`config.mk`:
```
export PLATFORM = sky130hd
export DESIGN_NAME = bce_exec
export DESIGN_NICKNAME = d
export VERILOG_FILES = /design/src/logic/bce_pkg.sv /design/src/logic/bce_cmp_if.sv /design/src/logic/bce_cmp_alu.sv /design/src/logic/bce_exec.sv
export SDC_FILE = /design/constraint.sdc
export NUM_CORES = 1
export LEC_CHECK = 0
export BUFFER_PORTS_ARGS = -buffer_cell sky130_fd_sc_hd__buf_2
export CAP_MARGIN = 25
export CORE_MARGIN = 2
export CORE_UTILIZATION = 30
export CTS_CLUSTER_DIAMETER = 30
export DETAILED_ROUTE_END_ITERATION = 7
export PLACE_DENSITY = 0.48
export SLEW_MARGIN = 20
export SYNTH_ARGS = -nofsm -noshare
export SYNTH_HDL_FRONTEND = slang
export SYNTH_SLANG_ARGS = --single-unit
export TNS_END_PERCENT = 5
```
`constraint.sdc`:
```
create_clock -name SYS_CLK_IN -period 7.4 [get_ports SYS_CLK_IN]
set_clock_uncertainty 0.1 [all_clocks]
set_input_delay 0.74 -clock SYS_CLK_IN [delete_from_list [all_inputs] [get_ports SYS_CLK_IN]]
set_output_delay 0.74 -clock SYS_CLK_IN [all_outputs]
set_load 0.01 [all_outputs]
```
`src/logic/bce_pkg.sv`:
```
// constants, opcodes and state codes for the control-flow execution block
package bce_pkg;

   localparam int PC_W = 16;
   localparam int DATA_W = 8;
   localparam int OFS_W = 12;

   // reset values
   localparam logic [15:0] PC_RST = 16'h0000;
   localparam logic [7:0] STATUS_RST = 8'h00;

   // status register bit positions
   localparam int FLAG_C = 0;
   localparam int FLAG_Z = 1;
   localparam int FLAG_N = 2;
   localparam int FLAG_V = 3;
   localparam int FLAG_S = 4;
   localparam int FLAG_H = 5;
   localparam int FLAG_T = 6;
   localparam int FLAG_I = 7;

   // cycle counts per instruction
   localparam logic [2:0] CYC_SEQ = 3'h1;
   localparam logic [2:0] CYC_JUMP_REL = 3'h2;
   localparam logic [2:0] CYC_JUMP_PTR = 3'h2;
   localparam logic [2:0] CYC_JUMP_ABS = 3'h3;
   localparam logic [2:0] CYC_CALL_REL = 3'h3;
   localparam logic [2:0] CYC_CALL_PTR = 3'h3;
   localparam logic [2:0] CYC_CALL_ABS = 3'h4;
   localparam logic [2:0] CYC_RET = 3'h4;
   localparam logic [2:0] CYC_RETURN_FROM_INTERRUPT = 3'h4;
   localparam logic [2:0] CYC_CMP = 3'h1;
   localparam logic [2:0] CYC_SKIP_ONE = 3'h2;
   localparam logic [2:0] CYC_SKIP_TWO = 3'h3;
   localparam logic [2:0] CYC_BR_TAKEN = 3'h2;

   // program counter steps
   localparam logic [15:0] STEP_SEQ = 16'h0001;
   localparam logic [15:0] STEP_SKIP_ONE = 16'h0002;
   localparam logic [15:0] STEP_SKIP_TWO = 16'h0003;
   localparam logic [15:0] STEP_WORD2 = 16'h0002;

   typedef enum logic [4:0] {
      OP_NONE                   = 5'h00,
      OP_JUMP_RELATIVE          = 5'h01,
      OP_JUMP_VIA_POINTER       = 5'h02,
      OP_JUMP_ABSOLUTE          = 5'h03,
      OP_CALL_RELATIVE          = 5'h04,
      OP_CALL_VIA_POINTER       = 5'h05,
      OP_CALL_ABSOLUTE          = 5'h06,
      OP_RETURN_FROM_SUBROUTINE = 5'h07,
      OP_RETURN_FROM_INTERRUPT  = 5'h08,
      OP_COMPARE_SKIP_EQUAL     = 5'h09,
      OP_COMPARE_WITH_CARRY_IN  = 5'h0A,
      OP_COMPARE_IMMEDIATE      = 5'h0B,
      OP_SKIP_REG_BIT_CLEAR     = 5'h0C,
      OP_SKIP_REG_BIT_SET       = 5'h0D,
      OP_SKIP_IO_BIT_CLEAR      = 5'h0E,
      OP_SKIP_IO_BIT_SET        = 5'h0F,
      OP_BRANCH_FLAG_SET        = 5'h10,
      OP_BRANCH_FLAG_CLEAR      = 5'h11
   } bce_op_t;

   typedef enum logic [1:0] {
      ST_IDLE = 2'b01,
      ST_EXEC = 2'b10
   } bce_state_t;

endpackage : bce_pkg

```
`src/logic/bce_cmp_if.sv`:
```
// operand and flag bundle between the executor and its compare unit
`timescale 1ns/1ps
interface bce_cmp_if;
   logic [7:0] minuend;
   logic [7:0] subtrahend;
   logic borrow_in;
   logic flag_z;
   logic flag_n;
   logic flag_v;
   logic flag_c;
   logic flag_h;

   modport exec (output minuend, output subtrahend, output borrow_in,
                 input flag_z, input flag_n, input flag_v, input flag_c, input flag_h);
   modport alu (input minuend, input subtrahend, input borrow_in,
                output flag_z, output flag_n, output flag_v, output flag_c, output flag_h);
endinterface : bce_cmp_if

```
`src/logic/bce_cmp_alu.sv`:
```
// subtract-and-flag unit for the compare instructions; result is discarded
`timescale 1ns/1ps
module bce_cmp_alu (
   bce_cmp_if.alu cmp
);
   logic [8:0] diff;
   logic [7:0] a;
   logic [7:0] b;
   logic [7:0] r;

   always_comb begin
      a = cmp.minuend;
      b = cmp.subtrahend;
      diff = {1'b0, a} - {1'b0, b} - {8'h00, cmp.borrow_in};
      r = diff[7:0];
      cmp.flag_z = (r == 8'h00);
      cmp.flag_n = r[7];
      cmp.flag_v = (a[7] & ~b[7] & ~r[7]) | (~a[7] & b[7] & r[7]);
      cmp.flag_c = (~a[7] & b[7]) | (b[7] & r[7]) | (r[7] & ~a[7]);
      cmp.flag_h = (~a[3] & b[3]) | (b[3] & r[3]) | (r[3] & ~a[3]);
   end
endmodule : bce_cmp_alu

```
`src/logic/bce_exec.sv`:
```
// control-flow and compare execution unit of the 8-bit core
// Functional notes
// - relative jump loads pc+k+1, no flag change, two cycles.
// - jump via pointer loads pc from Z pair, no flags, two cycles.
// - absolute jump loads the instruction address, no flags, three cycles.
// - relative call sets pc+k+1, flags untouched, three cycles.
// - call via pointer sets pc from Z pair, flags untouched, three cycles.
// - absolute call sets pc to instruction address, no flags, four cycles.
// - subroutine return reloads pc from stack, no flags, four cycles.
// - interrupt return reloads pc from stack, sets I flag only, four cycles.
// - compare-skip-equal advances pc by 2 or 3 when equal, no flags.
// - compare with carry does Rd-Rr-C, updates Z N V C H, one cycle.
// - compare immediate does Rd-K, updates Z N V C H, one cycle.
// - skip when selected working-register bit is 0, no flags.
// - skip when selected working-register bit is 1, no flags.
// - skip when addressed I/O bit is 0, no flags.
// - skip when addressed I/O bit is 1, no flags.
// - branch adds k+1 when selected status bit is 1, one or two cycles.
// - branch adds k+1 when selected status bit is 0, one or two cycles.
`timescale 1ns/1ps
module bce_exec (
   input wire logic SYS_CLK_IN,
   input wire logic RESETN_IN,
   input wire logic INSTR_VALID_IN,
   input wire logic [4:0] OPCODE_IN,
   input wire logic [11:0] OFFSET_IN,
   input wire logic [15:0] ABS_ADDR_IN,
   input wire logic [15:0] Z_PTR_IN,
   input wire logic [15:0] STACK_PC_IN,
   input wire logic [7:0] RD_IN,
   input wire logic [7:0] RR_IN,
   input wire logic [2:0] BIT_SEL_IN,
   input wire logic IO_BIT_IN,
   input wire logic NEXT_TWO_WORD_IN,
   input wire logic [7:0] STATUS_IN,
   output logic [15:0] PC_OUT,
   output logic [7:0] STATUS_OUT,
   output logic STATUS_WE_OUT,
   output logic BUSY_OUT,
   output logic DONE_OUT,
   output logic FLUSH_OUT,
   output logic PUSH_OUT,
   output logic POP_OUT,
   output logic [15:0] RET_ADDR_OUT
);

   bce_cmp_if cmp ();

   bce_cmp_alu u_cmp_alu (
      .cmp (cmp.alu)
   );

   bce_pkg::bce_op_t op;
   bce_pkg::bce_state_t state_r;
   bce_pkg::bce_state_t state_nxt;

   logic accept;
   logic fin_late;
   logic [2:0] cnt_r;
   logic [2:0] cyc_nxt;
   logic [15:0] pc_r;
   logic [15:0] pc_nxt;
   logic [15:0] pc_pend_r;
   logic [15:0] offset_ext;
   logic [15:0] rel_target;
   logic [7:0] status_nxt;
   logic [7:0] status_pend_r;
   logic status_we_nxt;
   logic status_we_pend_r;
   logic flush_nxt;
   logic flush_pend_r;
   logic push_nxt;
   logic pop_nxt;
   logic [15:0] ret_addr_nxt;
   logic cond;
   logic skip_step_two;

   assign op = bce_pkg::bce_op_t'(OPCODE_IN);
   assign accept = INSTR_VALID_IN & (state_r == bce_pkg::ST_IDLE);
   assign fin_late = (state_r == bce_pkg::ST_EXEC) & (cnt_r == 3'h1);
   assign offset_ext = {{4{OFFSET_IN[11]}}, OFFSET_IN};
   assign rel_target = pc_r + offset_ext + bce_pkg::STEP_SEQ;
   assign skip_step_two = NEXT_TWO_WORD_IN;

   // compare operands: carry only enters the subtraction for compare-with-carry
   always_comb begin
      cmp.minuend = RD_IN;
      cmp.subtrahend = RR_IN;
      cmp.borrow_in = (op == bce_pkg::OP_COMPARE_WITH_CARRY_IN) & STATUS_IN[bce_pkg::FLAG_C];
   end

   // skip or branch condition for the current instruction
   always_comb begin
      case (op)
         bce_pkg::OP_COMPARE_SKIP_EQUAL: cond = (RD_IN == RR_IN);
         bce_pkg::OP_SKIP_REG_BIT_CLEAR: cond = ~RR_IN[BIT_SEL_IN];
         bce_pkg::OP_SKIP_REG_BIT_SET: cond = RR_IN[BIT_SEL_IN];
         bce_pkg::OP_SKIP_IO_BIT_CLEAR: cond = ~IO_BIT_IN;
         bce_pkg::OP_SKIP_IO_BIT_SET: cond = IO_BIT_IN;
         bce_pkg::OP_BRANCH_FLAG_SET: cond = STATUS_IN[BIT_SEL_IN];
         bce_pkg::OP_BRANCH_FLAG_CLEAR: cond = ~STATUS_IN[BIT_SEL_IN];
         default: cond = 1'b0;
      endcase
   end

   // next pc, cycle count and side effects, decided at acceptance
   always_comb begin
      pc_nxt = pc_r + bce_pkg::STEP_SEQ;
      cyc_nxt = bce_pkg::CYC_SEQ;
      status_nxt = STATUS_IN;
      status_we_nxt = 1'b0;
      flush_nxt = 1'b0;
      push_nxt = 1'b0;
      pop_nxt = 1'b0;
      ret_addr_nxt = pc_r + bce_pkg::STEP_SEQ;
      case (op)
         bce_pkg::OP_JUMP_RELATIVE: begin
            pc_nxt = rel_target;
            cyc_nxt = bce_pkg::CYC_JUMP_REL;
            flush_nxt = 1'b1;
         end
         bce_pkg::OP_JUMP_VIA_POINTER: begin
            pc_nxt = Z_PTR_IN;
            cyc_nxt = bce_pkg::CYC_JUMP_PTR;
            flush_nxt = 1'b1;
         end
         bce_pkg::OP_JUMP_ABSOLUTE: begin
            pc_nxt = ABS_ADDR_IN;
            cyc_nxt = bce_pkg::CYC_JUMP_ABS;
            flush_nxt = 1'b1;
         end
         bce_pkg::OP_CALL_RELATIVE: begin
            pc_nxt = rel_target;
            cyc_nxt = bce_pkg::CYC_CALL_REL;
            flush_nxt = 1'b1;
            push_nxt = 1'b1;
         end
         bce_pkg::OP_CALL_VIA_POINTER: begin
            pc_nxt = Z_PTR_IN;
            cyc_nxt = bce_pkg::CYC_CALL_PTR;
            flush_nxt = 1'b1;
            push_nxt = 1'b1;
         end
         bce_pkg::OP_CALL_ABSOLUTE: begin
            pc_nxt = ABS_ADDR_IN;
            cyc_nxt = bce_pkg::CYC_CALL_ABS;
            flush_nxt = 1'b1;
            push_nxt = 1'b1;
            // the call is two words long, so return past its second word
            ret_addr_nxt = pc_r + bce_pkg::STEP_WORD2;
         end
         bce_pkg::OP_RETURN_FROM_SUBROUTINE: begin
            pc_nxt = STACK_PC_IN;
            cyc_nxt = bce_pkg::CYC_RET;
            flush_nxt = 1'b1;
            pop_nxt = 1'b1;
         end
         bce_pkg::OP_RETURN_FROM_INTERRUPT: begin
            pc_nxt = STACK_PC_IN;
            cyc_nxt = bce_pkg::CYC_RETURN_FROM_INTERRUPT;
            status_nxt[bce_pkg::FLAG_I] = 1'b1;
            status_we_nxt = 1'b1;
            flush_nxt = 1'b1;
            pop_nxt = 1'b1;
         end
         bce_pkg::OP_COMPARE_WITH_CARRY_IN,
         bce_pkg::OP_COMPARE_IMMEDIATE: begin
            cyc_nxt = bce_pkg::CYC_CMP;
            status_nxt[bce_pkg::FLAG_Z] = cmp.flag_z;
            status_nxt[bce_pkg::FLAG_N] = cmp.flag_n;
            status_nxt[bce_pkg::FLAG_V] = cmp.flag_v;
            status_nxt[bce_pkg::FLAG_C] = cmp.flag_c;
            status_nxt[bce_pkg::FLAG_H] = cmp.flag_h;
            status_we_nxt = 1'b1;
         end
         bce_pkg::OP_COMPARE_SKIP_EQUAL,
         bce_pkg::OP_SKIP_REG_BIT_CLEAR,
         bce_pkg::OP_SKIP_REG_BIT_SET,
         bce_pkg::OP_SKIP_IO_BIT_CLEAR,
         bce_pkg::OP_SKIP_IO_BIT_SET: begin
            if (cond && skip_step_two) begin
               pc_nxt = pc_r + bce_pkg::STEP_SKIP_TWO;
               cyc_nxt = bce_pkg::CYC_SKIP_TWO;
               flush_nxt = 1'b1;
            end else if (cond) begin
               pc_nxt = pc_r + bce_pkg::STEP_SKIP_ONE;
               cyc_nxt = bce_pkg::CYC_SKIP_ONE;
               flush_nxt = 1'b1;
            end
         end
         bce_pkg::OP_BRANCH_FLAG_SET,
         bce_pkg::OP_BRANCH_FLAG_CLEAR: begin
            if (cond) begin
               pc_nxt = rel_target;
               cyc_nxt = bce_pkg::CYC_BR_TAKEN;
               flush_nxt = 1'b1;
            end
         end
         default: begin
            pc_nxt = pc_r + bce_pkg::STEP_SEQ;
         end
      endcase
   end

   // sequencer: one-cycle instructions finish at the accepting edge
   always_comb begin
      state_nxt = state_r;
      case (state_r)
         bce_pkg::ST_IDLE: begin
            if (accept && (cyc_nxt != bce_pkg::CYC_SEQ)) begin
               state_nxt = bce_pkg::ST_EXEC;
            end
         end
         bce_pkg::ST_EXEC: begin
            if (fin_late) begin
               state_nxt = bce_pkg::ST_IDLE;
            end
         end
         default: begin
            state_nxt = bce_pkg::ST_IDLE;
         end
      endcase
   end

   always_ff @(posedge SYS_CLK_IN or negedge RESETN_IN) begin
      if (!RESETN_IN) begin
         state_r <= bce_pkg::ST_IDLE;
      end else begin
         state_r <= state_nxt;
      end
   end

   // remaining cycles of a multi-cycle instruction
   always_ff @(posedge SYS_CLK_IN or negedge RESETN_IN) begin
      if (!RESETN_IN) begin
         cnt_r <= 3'h0;
      end else if (accept) begin
         cnt_r <= cyc_nxt - 3'h1;
      end else if (state_r == bce_pkg::ST_EXEC) begin
         cnt_r <= cnt_r - 3'h1;
      end
   end

   // results are held back so pc and flags change only when the instruction ends
   always_ff @(posedge SYS_CLK_IN or negedge RESETN_IN) begin
      if (!RESETN_IN) begin
         pc_pend_r <= bce_pkg::PC_RST;
         status_pend_r <= bce_pkg::STATUS_RST;
         status_we_pend_r <= 1'b0;
         flush_pend_r <= 1'b0;
      end else if (accept) begin
         pc_pend_r <= pc_nxt;
         status_pend_r <= status_nxt;
         status_we_pend_r <= status_we_nxt;
         flush_pend_r <= flush_nxt;
      end
   end

   always_ff @(posedge SYS_CLK_IN or negedge RESETN_IN) begin
      if (!RESETN_IN) begin
         pc_r <= bce_pkg::PC_RST;
      end else if (accept && (cyc_nxt == bce_pkg::CYC_SEQ)) begin
         pc_r <= pc_nxt;
      end else if (fin_late) begin
         pc_r <= pc_pend_r;
      end
   end

   // status write-back; untouched flags are echoed so no flag changes by accident
   always_ff @(posedge SYS_CLK_IN or negedge RESETN_IN) begin
      if (!RESETN_IN) begin
         STATUS_OUT <= bce_pkg::STATUS_RST;
         STATUS_WE_OUT <= 1'b0;
      end else if (accept && (cyc_nxt == bce_pkg::CYC_SEQ)) begin
         STATUS_OUT <= status_nxt;
         STATUS_WE_OUT <= status_we_nxt;
      end else if (fin_late) begin
         STATUS_OUT <= status_pend_r;
         STATUS_WE_OUT <= status_we_pend_r;
      end else begin
         STATUS_WE_OUT <= 1'b0;
      end
   end

   // completion and flush pulses
   always_ff @(posedge SYS_CLK_IN or negedge RESETN_IN) begin
      if (!RESETN_IN) begin
         DONE_OUT <= 1'b0;
         FLUSH_OUT <= 1'b0;
      end else begin
         DONE_OUT <= (accept && (cyc_nxt == bce_pkg::CYC_SEQ)) || fin_late;
         FLUSH_OUT <= fin_late && flush_pend_r;
      end
   end

   // stack requests go out at acceptance so the stack has the spare cycles to act
   always_ff @(posedge SYS_CLK_IN or negedge RESETN_IN) begin
      if (!RESETN_IN) begin
         PUSH_OUT <= 1'b0;
         POP_OUT <= 1'b0;
         RET_ADDR_OUT <= bce_pkg::PC_RST;
      end else begin
         PUSH_OUT <= accept && push_nxt;
         POP_OUT <= accept && pop_nxt;
         if (accept && push_nxt) begin
            RET_ADDR_OUT <= ret_addr_nxt;
         end
      end
   end

   always_ff @(posedge SYS_CLK_IN or negedge RESETN_IN) begin
      if (!RESETN_IN) begin
         BUSY_OUT <= 1'b0;
      end else begin
         BUSY_OUT <= (state_nxt == bce_pkg::ST_EXEC);
      end
   end

   assign PC_OUT = pc_r;

endmodule : bce_exec

```
==> key figures <==
Global route
  • Vias in the first global route: 6345
  • Initial antenna violation count: 0
  • Pin count of the biggest net entering global routing: 53
  • Total track usage: 19.46%
  • First-pass GRT wire length: 36.09 mm
  • Congestion Overflow GR: 0

Power and ir drop
  • Leak: 3.741 nW
  • Clock power frac: 18.8%
  • Combinational Power Share: 48.0%
  • Power Total: 2.431 mW
  • Pwr/cell area: 305.7 mW/mm2
  • Worst IR drop on VDD: 172.2 uV
  • Int Pwr: 1.318 mW
  • Psw: 1.113 mW
  • Switching part of the total: 45.80%
  • Reg power frac: 33.2%

Synthesis
  • Sequential element share of the synthesized area: 28.65%
  • Synth Instances: 875
  • Cell Area, Synth: 0.006730 mm2
  • Main combinational cell family by area after synthesis: simple AND/OR/NAND/NOR gates
  • Commonest register cell after synthesis: dfrtp_1
  • Post-synth EDFFs: 0
  • Distinct cells, synth: 74
  • FFs w/ async S/R, synth: 100.0%
  • Top cells by area, synth: dfrtp_1, nand2_1, ha_1, o21ai_0, xnor2_1
  • Synth top area share: 28.26%
  • Flops & latches, synth: 77
  • Synth Area in Simple Gates: 23.09%
  • Mean Syn Cell Area: 7.692 um2
  • XOR/XNOR share of the synthesized area: 8.068%
  • Cell taking the most area after synthesis: dfrtp_1
  • Multiplexer area fraction after synthesis: 4.313%
  • Compound-cell area share of the yosys netlist: 22.25%
  • Adder-cell share of the synthesized area: 8.143%
  • Yosys warnings: 0
  • Post-synth net total: 1014

Final layout
  • Layout cells sized above 1: 18.97%
  • Fillers: 2383
  • N_diodes: 0
  • Non-Filler Instances: 1266
  • Synth-to-Final Area Change: 18.14%
  • Layout Nets: 1120
  • Post-route core utilization: 36.32%
  • Design area: 0.007951 mm2

Worst setup path
  • Worst Setup Start Kind: input pin
  • CP startpoint: OPCODE_IN[4]
  • Critical Path End Type: flip-flop
  • Max Fanout on Critical Path: 33
  • Worst R2R Start: PC_OUT[0]$_DFFE_PN0P_
  • Crit path required time: 7.51 ns
  • Setup CP Type: in2reg
  • Worst EP arrival: 4.40 ns

Drt
  • TritonRoute pass-1 iters: 6
  • Total wire length: 22.91 mm
  • Post-DRT Antenna Nets: 0
  • Vias: 6527
  • DRC Markers: 0
  • Vias/cell: 5.156
  • DR WL/cell: 18.09 um
  • Drt initial violations: 366

Clock network
  • H-Tree Depth: 3
  • Clock buffer count from CTS: 9
  • Post-cts sizing count: 0
  • CTS Root Cell: clkbuf_16
  • Cts hold-fix bufs: 0
  • CTS tree: done
  • Worst skew pair latency: 0.35 ns
  • CTS Buffer Depth: 2
  • Worst-path clk slew: 0.07 ns
  • Setup bufs post-CTS: 0
  • TritonCTS Sinks: 77

Die
  • FP Rows: 54
  • Initial Util: 30.74%
  • Die Y: 153.8 um
  • Die Wd: 153.8 um
  • Die area: 0.02365 mm2
  • Core Region: 0.02189 mm2
  • I/O pin cnt: 143

Placement
  • Post-DP HPWL: 17.49 mm
  • Cell Count Post-Placement: 1250
  • DP Worst Slack: 2.788 ns
  • Dpl cell area: 0.007651 mm2
  • IO Port Bufs: 142
  • Gpl congestion: 0.8423

STA
  • Setup ws final: 3.107 ns
  • Fin crit period: 4.293 ns
  • WHS: 0.1987 ns
  • Final-report max-slew violation count: 0
  • RSZ-0062 raised after global routing: false
  • Setup violators final: 0
  • Maximum clock frequency: 232.9 MHz
  • Setup TNS: 0 ns
  • Worst Tran Pin Value: 0.9629 ns
  • Max_slew headroom: 35.81%
  • Final Hold Viols: 0
  • Fin crit share: 58.02%

Worst hold path
  • HP Class: in2async

Run
  • MaxCap Viol Count: 0

Outcome
  • Status: completed
## Yosys cell counts (3+ instances only)
cell / count
a31oi_1: 10
nor2_1: 49
fa_1: 3
xor2_1: 30
a222oi_1: 3
or3_1: 4
mux2i_1: 17
and3_1: 9
xnor2_1: 32
clkbuf_1: 50
o32ai_1: 3
a22oi_1: 6
nand2_1: 183
nor3b_1: 4
a211oi_1: 6
a21boi_0: 5
ha_1: 39
o21ai_1: 13
a21o_1: 8
nor2b_1: 6
nor3_1: 16
buf_1: 3
nand4_1: 6
o31ai_1: 7
o211ai_1: 5
inv_1: 34
a21oi_1: 42
nand3b_1: 4
o21a_1: 8
and2_1: 7
o21ai_0: 87
a22o_1: 6
or2_2: 3
dfrtp_1: 76
nor4_1: 4
a32oi_1: 3
nand3_1: 23
nand2b_1: 11
buf_6: 3
## cells by family (layout without fill, tap and decap cells)
family                     count (synthesis)  in the layout
xor gates and xnor gates                  62             62
buffers and inverters                     92            203
DFF                                       77             77
AOI/OAI and AO/OA                        238            238
and+or+nand+nor                          341            341
adders and majority gates                 42             42
muxes                                     23             23
## layer usage
layer,part of all wire (%),vias to the layer above,track usage [%]
li1,-,3284,-
met1,46,3046,25.69
met2,47,170,32.68
met3,4.5,27,3.185
met4,2.2,0,5.941
met5,0,-,0
## layout make-up
type                       instances  area [um2]  share of cell area [%]
clock inverter                     7       75.07                  0.9441
tap                              280       350.3                   4.406
clock buffer                       9       225.2                   2.832
timing repair buffer             152       808.3                   10.17
multi-input combinational        706        4433                   55.75
inverter                          35       131.4                   1.652
sequential                        77        1928                   24.25
## path summary, 6_finish.rpt
check                                              endpoint  slack, ns  cells past startpoint
worst max-delay path                  PC_OUT[7]$_DFFE_PN0P_       3.11                     13
min in group SYS_CLK_IN         RET_ADDR_OUT[1]$_DFFE_PN0P_       0.37                      2
worst max register to register        PC_OUT[4]$_DFFE_PN0P_       3.77                     10
max in group asynchronous              state_r[0]$_DFF_PN1_       6.34                      2
worst min register to register  RET_ADDR_OUT[1]$_DFFE_PN0P_       0.37                      2
worst min-delay path            RET_ADDR_OUT[1]$_DFFE_PN0P_       0.20                      1
## flip-flops by register name, indices dropped and copies added (netlist names)
signal            count
PC_OUT               16
RET_ADDR_OUT         16
pc_pend_r            16
STATUS_OUT            8
status_pend_r         8
cnt_r                 3
state_r               2
BUSY_OUT              1
DONE_OUT              1
FLUSH_OUT             1
POP_OUT               1
PUSH_OUT              1
STATUS_WE_OUT         1
flush_pend_r          1
status_we_pend_r      1
## cell usage in the layout, fill, tap and decap left out, types with 7 or more instances in the layout
cell,count
a21oi_1,42
o31ai_1,7
inv_1,34
o21ai_1,13
ha_1,39
a31oi_1,10
nand2b_1,11
buf_2,141
mux2i_1,17
clkbuf_16,9
and3_1,9
o21ai_0,87
nand3_1,23
nor2_1,49
buf_4,10
and2_1,7
o21a_1,8
xor2_1,30
nand2_1,183
nor3_1,16
a21o_1,8
xnor2_1,32
dfrtp_1,76
## power groups by stage
| stage | clock, mW | sequential, mW | combinational, mW |
|---|---|---|---|
| 6_report | 0.457 | 0.806 | 1.17 |
| 4_1_cts | 0.472 | 0.807 | 1.17 |
| 5_1_grt | 0.494 | 0.836 | 1.32 |
| 3_5_place_dp | 0 | 0.813 | 1.17 |
| 2_1_floorplan | 0 | 0.740 | 0.831 |
| 3_3_place_gp | 0 | 0.816 | 1.16 |
## worst max-delay path, cell delays in order
cell and delay, ns:
buf_2 0.34, nor4b_2 0.63, nand2_1 0.11, mux2i_1 0.50, a211oi_4 0.07, buf_4 0.26
a21oi_1 0.30, o21ai_0 0.24, ha_1 0.25, nand3_1 0.30, buf_4 0.39, and3_1 0.22
a21oi_1 0.04
No activity file was read; power rests on OpenSTA's default activity.
